[config.mk]
export PLATFORM = sky130hd
export DESIGN_NAME = dbsp_mem_ctrl_flat
export DESIGN_NICKNAME = d
export VERILOG_FILES = /design/src/inc/dbsp_pkg.sv /design/src/inc/dbsp_link_if.sv /design/src/logic/dbsp_mem_ctrl.sv /design/src/flat_wrapper.sv
export SDC_FILE = /design/constraint.sdc
export NUM_CORES = 2
export LEC_CHECK = 0
export ABC_AREA = 1
export BUFFER_PORTS_ARGS = -buffer_cell sky130_fd_sc_hd__buf_2
export CAP_MARGIN = 40
export CORE_MARGIN = 1.5
export CORE_UTILIZATION = 40
export CTS_BUF_LIST = sky130_fd_sc_hd__clkbuf_8
export DETAILED_ROUTE_END_ITERATION = 10
export MAX_ROUTING_LAYER = met4
export PLACE_DENSITY = 0.67
export REMOVE_ABC_BUFFERS = 1
export SLEW_MARGIN = 30
export SYNTH_ARGS = -nofsm -noshare
export SYNTH_HDL_FRONTEND = slang
export SYNTH_SLANG_ARGS = --single-unit
[constraint.sdc]
create_clock -name clock -period 16.49 [get_ports clock]
set_input_delay 2.4735 -clock clock [delete_from_list [all_inputs] [get_ports clock]]
set_output_delay 2.4735 -clock clock [all_outputs]
set_load 0.005 [all_outputs]
[src/inc/dbsp_pkg.sv]
// Shared constants and helpers for the burst-of-two DDR static memory port
`default_nettype none
package dbsp_pkg;
    // Supported organisations: wide 36-bit words or narrow 18-bit words
    localparam int DBSP_DATA_W_WIDE = 36;
    localparam int DBSP_DATA_W_NARROW = 18;
    // One address names a burst of two words, so 2M words need 20 bits, 4M words 21
    localparam int DBSP_ADDR_W_WIDE = 20;
    localparam int DBSP_ADDR_W_NARROW = 21;
    // Each byte-write mask covers a nine-bit lane
    localparam int DBSP_LANE_W = 9;
    localparam int DBSP_BURST_LEN = 2;
    // Read pipeline: first beat leaves at half-cycle slot 4, second at slot 5
    localparam int DBSP_RD_PIPE_LEN = 4;
    localparam int DBSP_RD_BEAT0_STAGE = 2;
    localparam int DBSP_RD_BEAT1_STAGE = 3;
    // Write command buffer depth on the controller side
    localparam int DBSP_FIFO_DEPTH = 16;
    // System clock: 50 MHz, 20 ns; one period is one half of the link clock pair
    localparam int DBSP_CLOCK_PERIOD_NS = 20;
    localparam int DBSP_SLOTS_PER_CYCLE = 2;

    // Address width that matches a given data width, zero when unsupported
    function automatic int dbsp_addr_w(input int data_w);
        if (data_w == DBSP_DATA_W_WIDE) begin
            return DBSP_ADDR_W_WIDE;
        end else if (data_w == DBSP_DATA_W_NARROW) begin
            return DBSP_ADDR_W_NARROW;
        end
        return 0;
    endfunction
endpackage
`default_nettype wire

[src/inc/dbsp_link_if.sv]
// Link between the memory device and its controller
`timescale 1ns/10ps
`default_nettype none
interface dbsp_link_if #(
    parameter int DATA_W = 36,
    parameter int ADDR_W = 20
);
    localparam int MASK_W = DATA_W / 9;
    // Input clock pair, modelled as slot levels: k_true high marks a K rising slot
    logic k_true;
    logic k_comp;
    // Commands, address and write data
    logic rd_sel_n;
    logic wr_sel_n;
    logic [ADDR_W-1:0] sync_address;
    logic [DATA_W-1:0] write_data_in;
    logic [MASK_W-1:0] byte_write_mask_n;
    // Read return
    logic [DATA_W-1:0] read_data_out;
    logic echo_strobe_true;
    logic echo_strobe_comp;
    logic output_valid_flag;

    modport device (
        input k_true, k_comp, rd_sel_n, wr_sel_n, sync_address, write_data_in,
        input byte_write_mask_n,
        output read_data_out, echo_strobe_true, echo_strobe_comp, output_valid_flag
    );
    modport controller (
        output k_true, k_comp, rd_sel_n, wr_sel_n, sync_address, write_data_in,
        output byte_write_mask_n,
        input read_data_out, echo_strobe_true, echo_strobe_comp, output_valid_flag
    );
endinterface
`default_nettype wire

[src/logic/dbsp_mem_ctrl.sv]
// Memory controller end: write command FIFO, clock pair, command issue, read capture
`timescale 1ns/10ps
`default_nettype none
module dbsp_fifo #(
    parameter int WIDTH = 8,
    parameter int DEPTH = 16
) (
    // System
    input wire logic clock,
    input wire logic resetn,
    // Fill side
    input wire logic in_valid,
    output logic in_ready,
    input wire logic [WIDTH-1:0] in_data,
    // Drain side
    output logic out_valid,
    input wire logic out_ready,
    output logic [WIDTH-1:0] out_data
);
    localparam int PTR_W = $clog2(DEPTH);
    if (DEPTH < 2 || (2 ** PTR_W) != DEPTH) begin : g_bad_depth
        $error("dbsp_fifo: depth must be a power of two, at least 2");
    end
    logic [WIDTH-1:0] store [DEPTH];
    logic [PTR_W-1:0] wp_q;
    logic [PTR_W-1:0] rp_q;
    logic [PTR_W:0] cnt_q;
    logic push;
    logic pop;

    assign in_ready = cnt_q != (PTR_W+1)'(DEPTH);
    assign out_valid = cnt_q != '0;
    assign out_data = store[rp_q];
    assign push = in_valid && in_ready;
    assign pop = out_valid && out_ready;

    always_ff @(posedge clock) begin
        if (push) begin
            store[wp_q] <= in_data;
        end
    end

    always_ff @(posedge clock) begin
        if (!resetn) begin
            wp_q <= '0;
            rp_q <= '0;
            cnt_q <= '0;
        end else begin
            wp_q <= push ? wp_q + 1'b1 : wp_q;
            rp_q <= pop ? rp_q + 1'b1 : rp_q;
            cnt_q <= cnt_q + (PTR_W+1)'(push) - (PTR_W+1)'(pop);
        end
    end
endmodule // dbsp_fifo

module dbsp_mem_ctrl
    import dbsp_pkg::*;
#(
    parameter int DATA_W = DBSP_DATA_W_WIDE,
    parameter int ADDR_W = DBSP_ADDR_W_WIDE,
    parameter int FIFO_DEPTH = DBSP_FIFO_DEPTH
) (
    // System
    input wire logic clock,
    input wire logic resetn,
    // Write requests
    input wire logic wr_req_valid,
    output logic wr_req_ready,
    input wire logic [ADDR_W-1:0] wr_req_addr,
    input wire logic [DATA_W-1:0] wr_req_data0,
    input wire logic [DATA_W-1:0] wr_req_data1,
    input wire logic [DATA_W/DBSP_LANE_W-1:0] wr_req_mask_n0,
    input wire logic [DATA_W/DBSP_LANE_W-1:0] wr_req_mask_n1,
    // Read requests
    input wire logic rd_req_valid,
    output logic rd_req_ready,
    input wire logic [ADDR_W-1:0] rd_req_addr,
    // Read responses
    output logic rd_rsp_valid,
    output logic [DATA_W-1:0] rd_rsp_data0,
    output logic [DATA_W-1:0] rd_rsp_data1,
    // Link
    dbsp_link_if.controller link
);
    localparam int MASK_W = DATA_W / DBSP_LANE_W;
    localparam int ENT_W = ADDR_W + 2 * DATA_W + 2 * MASK_W;

    if (ADDR_W != dbsp_addr_w(DATA_W)) begin : g_bad_size
        $error("dbsp_mem_ctrl: unsupported data or address width");
    end

    logic phase_q;
    logic f_valid;
    logic [ENT_W-1:0] f_data;
    logic wr_pop;
    logic rd_take;
    logic [ADDR_W-1:0] h_addr_q;
    logic [DATA_W-1:0] h_d1_q;
    logic [MASK_W-1:0] h_m1_q;
    logic rd_sel_n_q;
    logic wr_sel_n_q;
    logic [ADDR_W-1:0] addr_q;
    logic [DATA_W-1:0] data_q;
    logic [MASK_W-1:0] mask_q;
    logic rx_beat_q;
    logic rsp_v_q;
    logic [DATA_W-1:0] rsp_d0_q;
    logic [DATA_W-1:0] rsp_d1_q;

    // Commands go out only ahead of a K slot, so the FIFO drains at most every
    // other clock and a steady write stream really backs up into wr_req_ready
    dbsp_fifo #(.WIDTH(ENT_W), .DEPTH(FIFO_DEPTH)) u_wr_fifo (
        .clock(clock),
        .resetn(resetn),
        .in_valid(wr_req_valid),
        .in_ready(wr_req_ready),
        .in_data({wr_req_addr, wr_req_data0, wr_req_data1, wr_req_mask_n0, wr_req_mask_n1}),
        .out_valid(f_valid),
        .out_ready(!phase_q),
        .out_data(f_data)
    );

    assign wr_pop = f_valid && !phase_q;
    assign rd_req_ready = !phase_q;
    assign rd_take = rd_req_valid && !phase_q;

    // Clock pair divided from the system clock, one half per clock period
    always_ff @(posedge clock) begin
        if (!resetn) begin
            phase_q <= 1'b0;
        end else begin
            phase_q <= !phase_q;
        end
    end

    // Drive the K slot with read address, selects and beat 0, then the K# slot
    // with write address and beat 1 of the same burst
    always_ff @(posedge clock) begin
        if (!resetn) begin
            rd_sel_n_q <= 1'b1;
            wr_sel_n_q <= 1'b1;
            addr_q <= '0;
            data_q <= '0;
            mask_q <= '1;
            h_addr_q <= '0;
            h_d1_q <= '0;
            h_m1_q <= '1;
        end else if (!phase_q) begin
            rd_sel_n_q <= !rd_take;
            wr_sel_n_q <= !wr_pop;
            addr_q <= rd_take ? rd_req_addr : '0;
            data_q <= f_data[DATA_W+2*MASK_W +: DATA_W];
            mask_q <= wr_pop ? f_data[MASK_W +: MASK_W] : '1;
            h_addr_q <= f_data[2*DATA_W+2*MASK_W +: ADDR_W];
            h_d1_q <= f_data[2*MASK_W +: DATA_W];
            h_m1_q <= wr_pop ? f_data[0 +: MASK_W] : '1;
        end else begin
            rd_sel_n_q <= 1'b1;
            wr_sel_n_q <= 1'b1;
            addr_q <= h_addr_q;
            data_q <= h_d1_q;
            mask_q <= h_m1_q;
        end
    end

    // Pair the two returned beats by the valid flag
    always_ff @(posedge clock) begin
        if (!resetn) begin
            rx_beat_q <= 1'b0;
            rsp_v_q <= 1'b0;
            rsp_d0_q <= '0;
            rsp_d1_q <= '0;
        end else begin
            rsp_v_q <= link.output_valid_flag && rx_beat_q;
            if (link.output_valid_flag) begin
                rx_beat_q <= !rx_beat_q;
                if (rx_beat_q) begin
                    rsp_d1_q <= link.read_data_out;
                end else begin
                    rsp_d0_q <= link.read_data_out;
                end
            end
        end
    end

    assign link.k_true = phase_q;
    assign link.k_comp = !phase_q;
    assign link.rd_sel_n = rd_sel_n_q;
    assign link.wr_sel_n = wr_sel_n_q;
    assign link.sync_address = addr_q;
    assign link.write_data_in = data_q;
    assign link.byte_write_mask_n = mask_q;
    assign rd_rsp_valid = rsp_v_q;
    assign rd_rsp_data0 = rsp_d0_q;
    assign rd_rsp_data1 = rsp_d1_q;
endmodule // dbsp_mem_ctrl
`default_nettype wire

[src/flat_wrapper.sv]
// flat-port wrapper written by rule: the top's interface ports become plain ports
module dbsp_mem_ctrl_flat import dbsp_pkg::*;
#(
    parameter int DATA_W = DBSP_DATA_W_WIDE,
    parameter int ADDR_W = DBSP_ADDR_W_WIDE,
    parameter int FIFO_DEPTH = DBSP_FIFO_DEPTH
)
  (clock, resetn, wr_req_valid, wr_req_ready, wr_req_addr, wr_req_data0, wr_req_data1, wr_req_mask_n0, wr_req_mask_n1, rd_req_valid, rd_req_ready, rd_req_addr, rd_rsp_valid, rd_rsp_data0, rd_rsp_data1, link_k_true, link_k_comp, link_rd_sel_n, link_wr_sel_n, link_sync_address, link_write_data_in, link_byte_write_mask_n, link_read_data_out, link_echo_strobe_true, link_echo_strobe_comp, link_output_valid_flag);
  dbsp_link_if #(.DATA_W(DATA_W), .ADDR_W(ADDR_W)) link_i ();
  input wire logic clock;
  input wire logic resetn;
  input wire logic wr_req_valid;
  output logic wr_req_ready;
  input wire logic [ADDR_W-1:0] wr_req_addr;
  input wire logic [DATA_W-1:0] wr_req_data0;
  input wire logic [DATA_W-1:0] wr_req_data1;
  input wire logic [DATA_W/DBSP_LANE_W-1:0] wr_req_mask_n0;
  input wire logic [DATA_W/DBSP_LANE_W-1:0] wr_req_mask_n1;
  input wire logic rd_req_valid;
  output logic rd_req_ready;
  input wire logic [ADDR_W-1:0] rd_req_addr;
  output logic rd_rsp_valid;
  output logic [DATA_W-1:0] rd_rsp_data0;
  output logic [DATA_W-1:0] rd_rsp_data1;
  output wire logic [$bits(link_i.k_true)-1:0] link_k_true;
  output wire logic [$bits(link_i.k_comp)-1:0] link_k_comp;
  output wire logic [$bits(link_i.rd_sel_n)-1:0] link_rd_sel_n;
  output wire logic [$bits(link_i.wr_sel_n)-1:0] link_wr_sel_n;
  output wire logic [$bits(link_i.sync_address)-1:0] link_sync_address;
  output wire logic [$bits(link_i.write_data_in)-1:0] link_write_data_in;
  output wire logic [$bits(link_i.byte_write_mask_n)-1:0] link_byte_write_mask_n;
  input wire logic [$bits(link_i.read_data_out)-1:0] link_read_data_out;
  input wire logic [$bits(link_i.echo_strobe_true)-1:0] link_echo_strobe_true;
  input wire logic [$bits(link_i.echo_strobe_comp)-1:0] link_echo_strobe_comp;
  input wire logic [$bits(link_i.output_valid_flag)-1:0] link_output_valid_flag;
  assign link_k_true = link_i.k_true;
  assign link_k_comp = link_i.k_comp;
  assign link_rd_sel_n = link_i.rd_sel_n;
  assign link_wr_sel_n = link_i.wr_sel_n;
  assign link_sync_address = link_i.sync_address;
  assign link_write_data_in = link_i.write_data_in;
  assign link_byte_write_mask_n = link_i.byte_write_mask_n;
  assign link_i.read_data_out = link_read_data_out;
  assign link_i.echo_strobe_true = link_echo_strobe_true;
  assign link_i.echo_strobe_comp = link_echo_strobe_comp;
  assign link_i.output_valid_flag = link_output_valid_flag;
  dbsp_mem_ctrl #(.DATA_W(DATA_W), .ADDR_W(ADDR_W), .FIFO_DEPTH(FIFO_DEPTH)) u_core (.clock(clock), .resetn(resetn), .wr_req_valid(wr_req_valid), .wr_req_ready(wr_req_ready), .wr_req_addr(wr_req_addr), .wr_req_data0(wr_req_data0), .wr_req_data1(wr_req_data1), .wr_req_mask_n0(wr_req_mask_n0), .wr_req_mask_n1(wr_req_mask_n1), .rd_req_valid(rd_req_valid), .rd_req_ready(rd_req_ready), .rd_req_addr(rd_req_addr), .rd_rsp_valid(rd_rsp_valid), .rd_rsp_data0(rd_rsp_data0), .rd_rsp_data1(rd_rsp_data1), .link(link_i));
endmodule
## Yosys cells after proc, flatten, opt, wreduce, memory -nomap -nowiden

Memories as Yosys holds them, arrays and structs flattened. A register that Yosys moved wholly into a read port is not among the register bits.
Cells that the tools add are included.

| word-level totals | value |
|---|---|
| memories kept | 1 |
| word-level logic and storage cells | 46 |
| register bits after elaboration | 210 |
| output and inout port bits | 139 |
| bits in writable memories | 1600 |
| input bits | 163 |

Memories:

| name | depth | width | read ports | clocked after Yosys merged registers in | wr ports | line | source |
|---|---|---|---|---|---|---|---|
| u_core.u_wr_fifo.store | 16 | 100 | 1 | 1 | 1 | dbsp_mem_ctrl.sv:24 | `logic [WIDTH-1:0] store [DEPTH];` |

| operators by class | value |
|---|---|
| eq/ne operators | 1 |
| bitwise logic cells | 2 |
| reductions and logical operators | 12 |
| add/subtract/negate cells | 4 |
| mux-type cells | 10 |

Operators with widths:

| cell | number |
|---|---|
| 2-to-1 mux 20 bit | 2 |
| 2-to-1 mux 36 bit | 1 |
| 2-to-1 mux 4 bit | 5 |
| adder 4 x 1 -> 4 bit, second input constant | 2 |
| adder 5 x 1 -> 5 bit | 1 |
| != test 5 bit, second input constant | 1 |
| nonzero test 5 bit | 1 |
| subtractor 5 x 1 -> 5 bit | 1 |
| logical AND 1 bit | 4 |
| logical NOT 1 bit | 4 |
| AND reduction 2 bit | 2 |
| 2-to-1 mux 1 bit | 2 |
| inverter 1 bit | 2 |
| OR reduction 2 bit | 1 |

## Longest topological paths before layout

| logic depth | value |
|---|---|
| word-level depth | 4 |
| gate-level depth with buffers | 14 |
| mapped depth without buffers | 13 |

## By module

Synthesis repeated with hierarchy kept, for this count alone.

| second synthesis, totals | value |
|---|---|
| cells, all modules | 7421 |
| area, all modules | 76917.5 um2 |

Modules (own cells, without submodules):

| module | instances | area an instance (um2) | cells each |
|---|---|---|---|
| dbsp_fifo | 1 | 70204.8 | 6571 |
| dbsp_mem_ctrl | 1 | 6712.7 | 850 |

## Least setup slack after synthesis

OpenSTA, ideal clock, no wires.

| timing path | value |
|---|---|
| path kind | input-to-reg |
| from | input port wr_req_valid |
| to | memory u_core.u_wr_fifo.store[11][0] (netlist bit) (enable) |
| slack | 8.946 ns |
| arrival time | 6.984 ns |
| setup time | 0.560 ns |
| cell stages on the path | 4 |
| path through | nand2_1 > inv_1 > nand2_1 > nor2_1 |

| on the way | value |
|---|---|
| cells in the longest elaborated chain, start to end | 3 |

RTL lines:

| what | line | source |
|---|---|---|
| start, declared | flat_wrapper.sv:12 | `input wire logic wr_req_valid;` |
| logical AND 1 bit | dbsp_mem_ctrl.sv:34 | `assign push = in_valid && in_ready;` |
| 2-to-1 mux 1 bit | dbsp_mem_ctrl.sv:38 | `if (push) begin` |
| 2-to-1 mux 1 bit (not written as such) | dbsp_mem_ctrl.sv:39 | `store[wp_q] <= in_data;` |
| end, declared | dbsp_mem_ctrl.sv:24 |  |

No other way between the ends.

## Worst setup path in the final report

| timing path | value |
|---|---|
| from | input port wr_req_valid |
| to | memory u_core.u_wr_fifo.store[11][21] (netlist bit) (enable) |

The elaborated chain is that of the path after synthesis.

==> flow_metrics.tcl <==
set metrics [dict create \
    synthMuxAreaShare_pct 0 \
    timing.slew.headroom_pct 22.8 \
    critPathArrivalTime_ns 5.47 \
    worstPathMaxFanout 39 \
    final_common_cell "edfxtp_1" \
    drive_gt1_share_pct 12.3 \
    synth_xor_area_share_pct 0.0248 \
    synth_compound_area_share_pct 6.47 \
    synth_top_family_by_area "simple AND/OR/NAND/NOR gates" \
    place_inst 8349 \
    grt_max_degree 230 \
    crit_path_max_incr_delay_ns 0.79 \
    fp.dieW_um 423 \
    ctsHoldBuffers 0 \
    drc 0 \
    wirelength_um 184000 \
    cap_viol_max_count 0 \
    rsz0062_at_grt "false" \
    gr-total-overflow 0 \
    worstPathRequired_ns 17.08 \
    path_cells "buf_2 > nand2_1 > inv_1 > nand2_1 > nor2_4 > buf_4 > buf_4" \
    pin_count 302 \
    slew_violations 0 \
    power_density_nw_per_um2 142 \
    synth-simple-area-share_pct 15.5 \
    max_slew.worst_pin.slew_ns 1.16 \
    cts_resized 0 \
    status "finished, final reports clean" \
    vias 46700 \
    die-area_um2 179000 \
    post_cts_buffers 0 \
    detail_route.first_pass.iterations 5 \
    cts_buffers 298 \
    drt-vias-per-instance 5.24 \
    die_h_um 423 \
    dp_hpwl_um 91600 \
    drt_iter0_markers 4554 \
    clockBufferDepth 4 \
    layout_common_cells "edfxtp_1, nor2_1, nand3_1, nand2_1, o21ai_0" \
    io_buffers 299 \
    place_area_um2 74800 \
    clk_latency_ns 1.02 \
    initial_core_util_pct 40.2 \
    synthCells 5987 \
    syn-mean-instance-area_um2 11.8 \
    clock-sinks 1814 \
    hp-class "reg -> reg" \
    synth_area_um2 70700 \
    finalCritPeriodShare_pct 29.6 \
    synth_fa_ha_area_share_pct 0.223 \
    detail_route.wl_per_cell_um 20.7 \
    gp_congestion 0.801 \
    grt_usage_pct 20.5 \
    coreArea_um2 176000 \
    worst_clock_skew_ns 0.0582 \
    path_clk_slew_ns 0.06 \
    setup_viol 0 \
    grt_pass1_wl_um 271000 \
    synth_cell_type_count 24 \
    antenna_found_initial 49 \
    period_needed_ns 4.88 \
    h-tree-depth 5 \
    cpMaxStageDelayCell "buf_4" \
    hold_viol 0 \
    finalNetCount 6492 \
    ant_nets 0 \
    post-place-ws_ns 10.59 \
    yosysWarnings 0 \
    synth_seq_cells 1814 \
    grt_pass1_vias 44000 \
    critPathCaptureType "register" \
    final_area_um2 80600 \
    layoutNonFillerInstCount 8903 \
    crit_type "in -> reg" \
    ir_drop_mv 0.0975 \
    ys_seq_area_share_pct 74.0 \
    start_kind "input port" \
    area_growth_syn_to_layout_pct 14.0 \
    rows 154 \
    setup_ws_ns 11.61 \
    clockRootBuffer "clkbuf_8" \
    power_leakage_nw 29.5 \
    max_freq_ghz 0.205 \
    cts_tree "yes" \
]
-- stage by stage --
stage / utilization, % / power, mW / TNS (ns) / hold WS, ns
2_1_floorplan: - / 7.53 / -2268.47 / 0.421
3_3_place_gp: 42.1 / 7.70 / 0 / 0.433
3_5_place_dp: 42.5 / 7.80 / 0 / 0.433
4_1_cts: 45.7 / 11.5 / 0 / 0.446
5_1_grt: 45.8 / 12.0 / 0 / 0.474
6_report: 45.8 / 11.4 / 0 / 0.445
-- cell type report --
| type | instances | area [um^2] |
|---|---|---|
| clock buffer | 345 | 4750 |
| antenna | 33 | 82.6 |
| fill | 15400 | 95300 |
| multi-input combinational | 3576 | 15900 |
| timing repair buffer | 406 | 2980 |
| inverter | 221 | 858 |
| clock inverter | 168 | 779 |
| tap | 2340 | 2930 |
| sequential | 1814 | 52300 |
-- power by group --
group / switching [mW] / leakage (nW) / internal (mW) / total [mW]
sequential: 0.103 / 16.2 / 5.21 / 5.32
clock: 1.72 / 3.25 / 1.96 / 3.68
combinational: 1.66 / 10.0 / 0.762 / 2.42
-- Yosys cell counts, drive strengths merged --
library cell	number	area [um^2]
buf	207	1170
clkbuf	169	647
a21oi	50	250
fa	1	20.0
o21ai	724	3620
o211ai	92	691
xnor2	1	8.76
ha	11	138
edfxtp	1600	48000
inv	220	826
o31ai	1	7.51
nand3	699	3500
xor2	1	8.76
nor2	1317	4940
nand4	2	12.5
clkinv	1	3.75
dfxtp	214	4280
nand2	677	2540
-- critical path, delay by kind of cell --
kind | cells | cell delay, ns
buffers and inverters | 4 | 1.84
and+or+nand+nor | 3 | 1.11
-- per-layer routing --
| layer | GRT usage [%] | vias up | wire, um |
|---|---|---|---|
| li1 | - | 21600 | - |
| met1 | 25.1 | 22700 | 73900 |
| met2 | 34.0 | 1922 | 91200 |
| met3 | 4.06 | 379 | 14500 |
| met4 | 6.84 | 0 | 4850 |
| met5 | - | - | 0 |
-- worst paths after layout --
kind | from | to | slack (ns) | depth (start not counted)
worst min register to register | u_core.h_addr_q[10] | u_core.link.sync_address[10] | 0.44 | 2
worst min-delay path | u_core.h_addr_q[10] | u_core.link.sync_address[10] | 0.44 | 2
worst max-delay path | wr_req_valid | u_core.u_wr_fifo.store[11][21] | 11.61 | 7
worst max register to register | u_core.u_wr_fifo.cnt_q[2] | u_core.u_wr_fifo.store[11][21] | 12.43 | 9
-- sequential cells by signal, indices dropped and copies added, names as in the netlist, 4 cells and up, named ones only --
name / count
u_core.u_wr_fifo.store: 1600
u_core.h_d1_q: 36
u_core.link.write_data_in: 36
u_core.rd_rsp_data0: 36
u_core.rd_rsp_data1: 36
u_core.h_addr_q: 20
u_core.link.sync_address: 20
u_core.u_wr_fifo.cnt_q: 5
u_core.h_m1_q: 4
u_core.link.byte_write_mask_n: 4
u_core.u_wr_fifo.rp_q: 4
u_core.u_wr_fifo.wp_q: 4
-- cell families after synthesis --
group	Yosys count
AND/OR/NAND/NOR	2695
buffers and inverters	597
XOR/XNOR	2
flip-flops	1814
adder cells (fa/ha/maj)	12
AO/OA/AOI/OAI	867
Power figures use the tool's default switching activity.
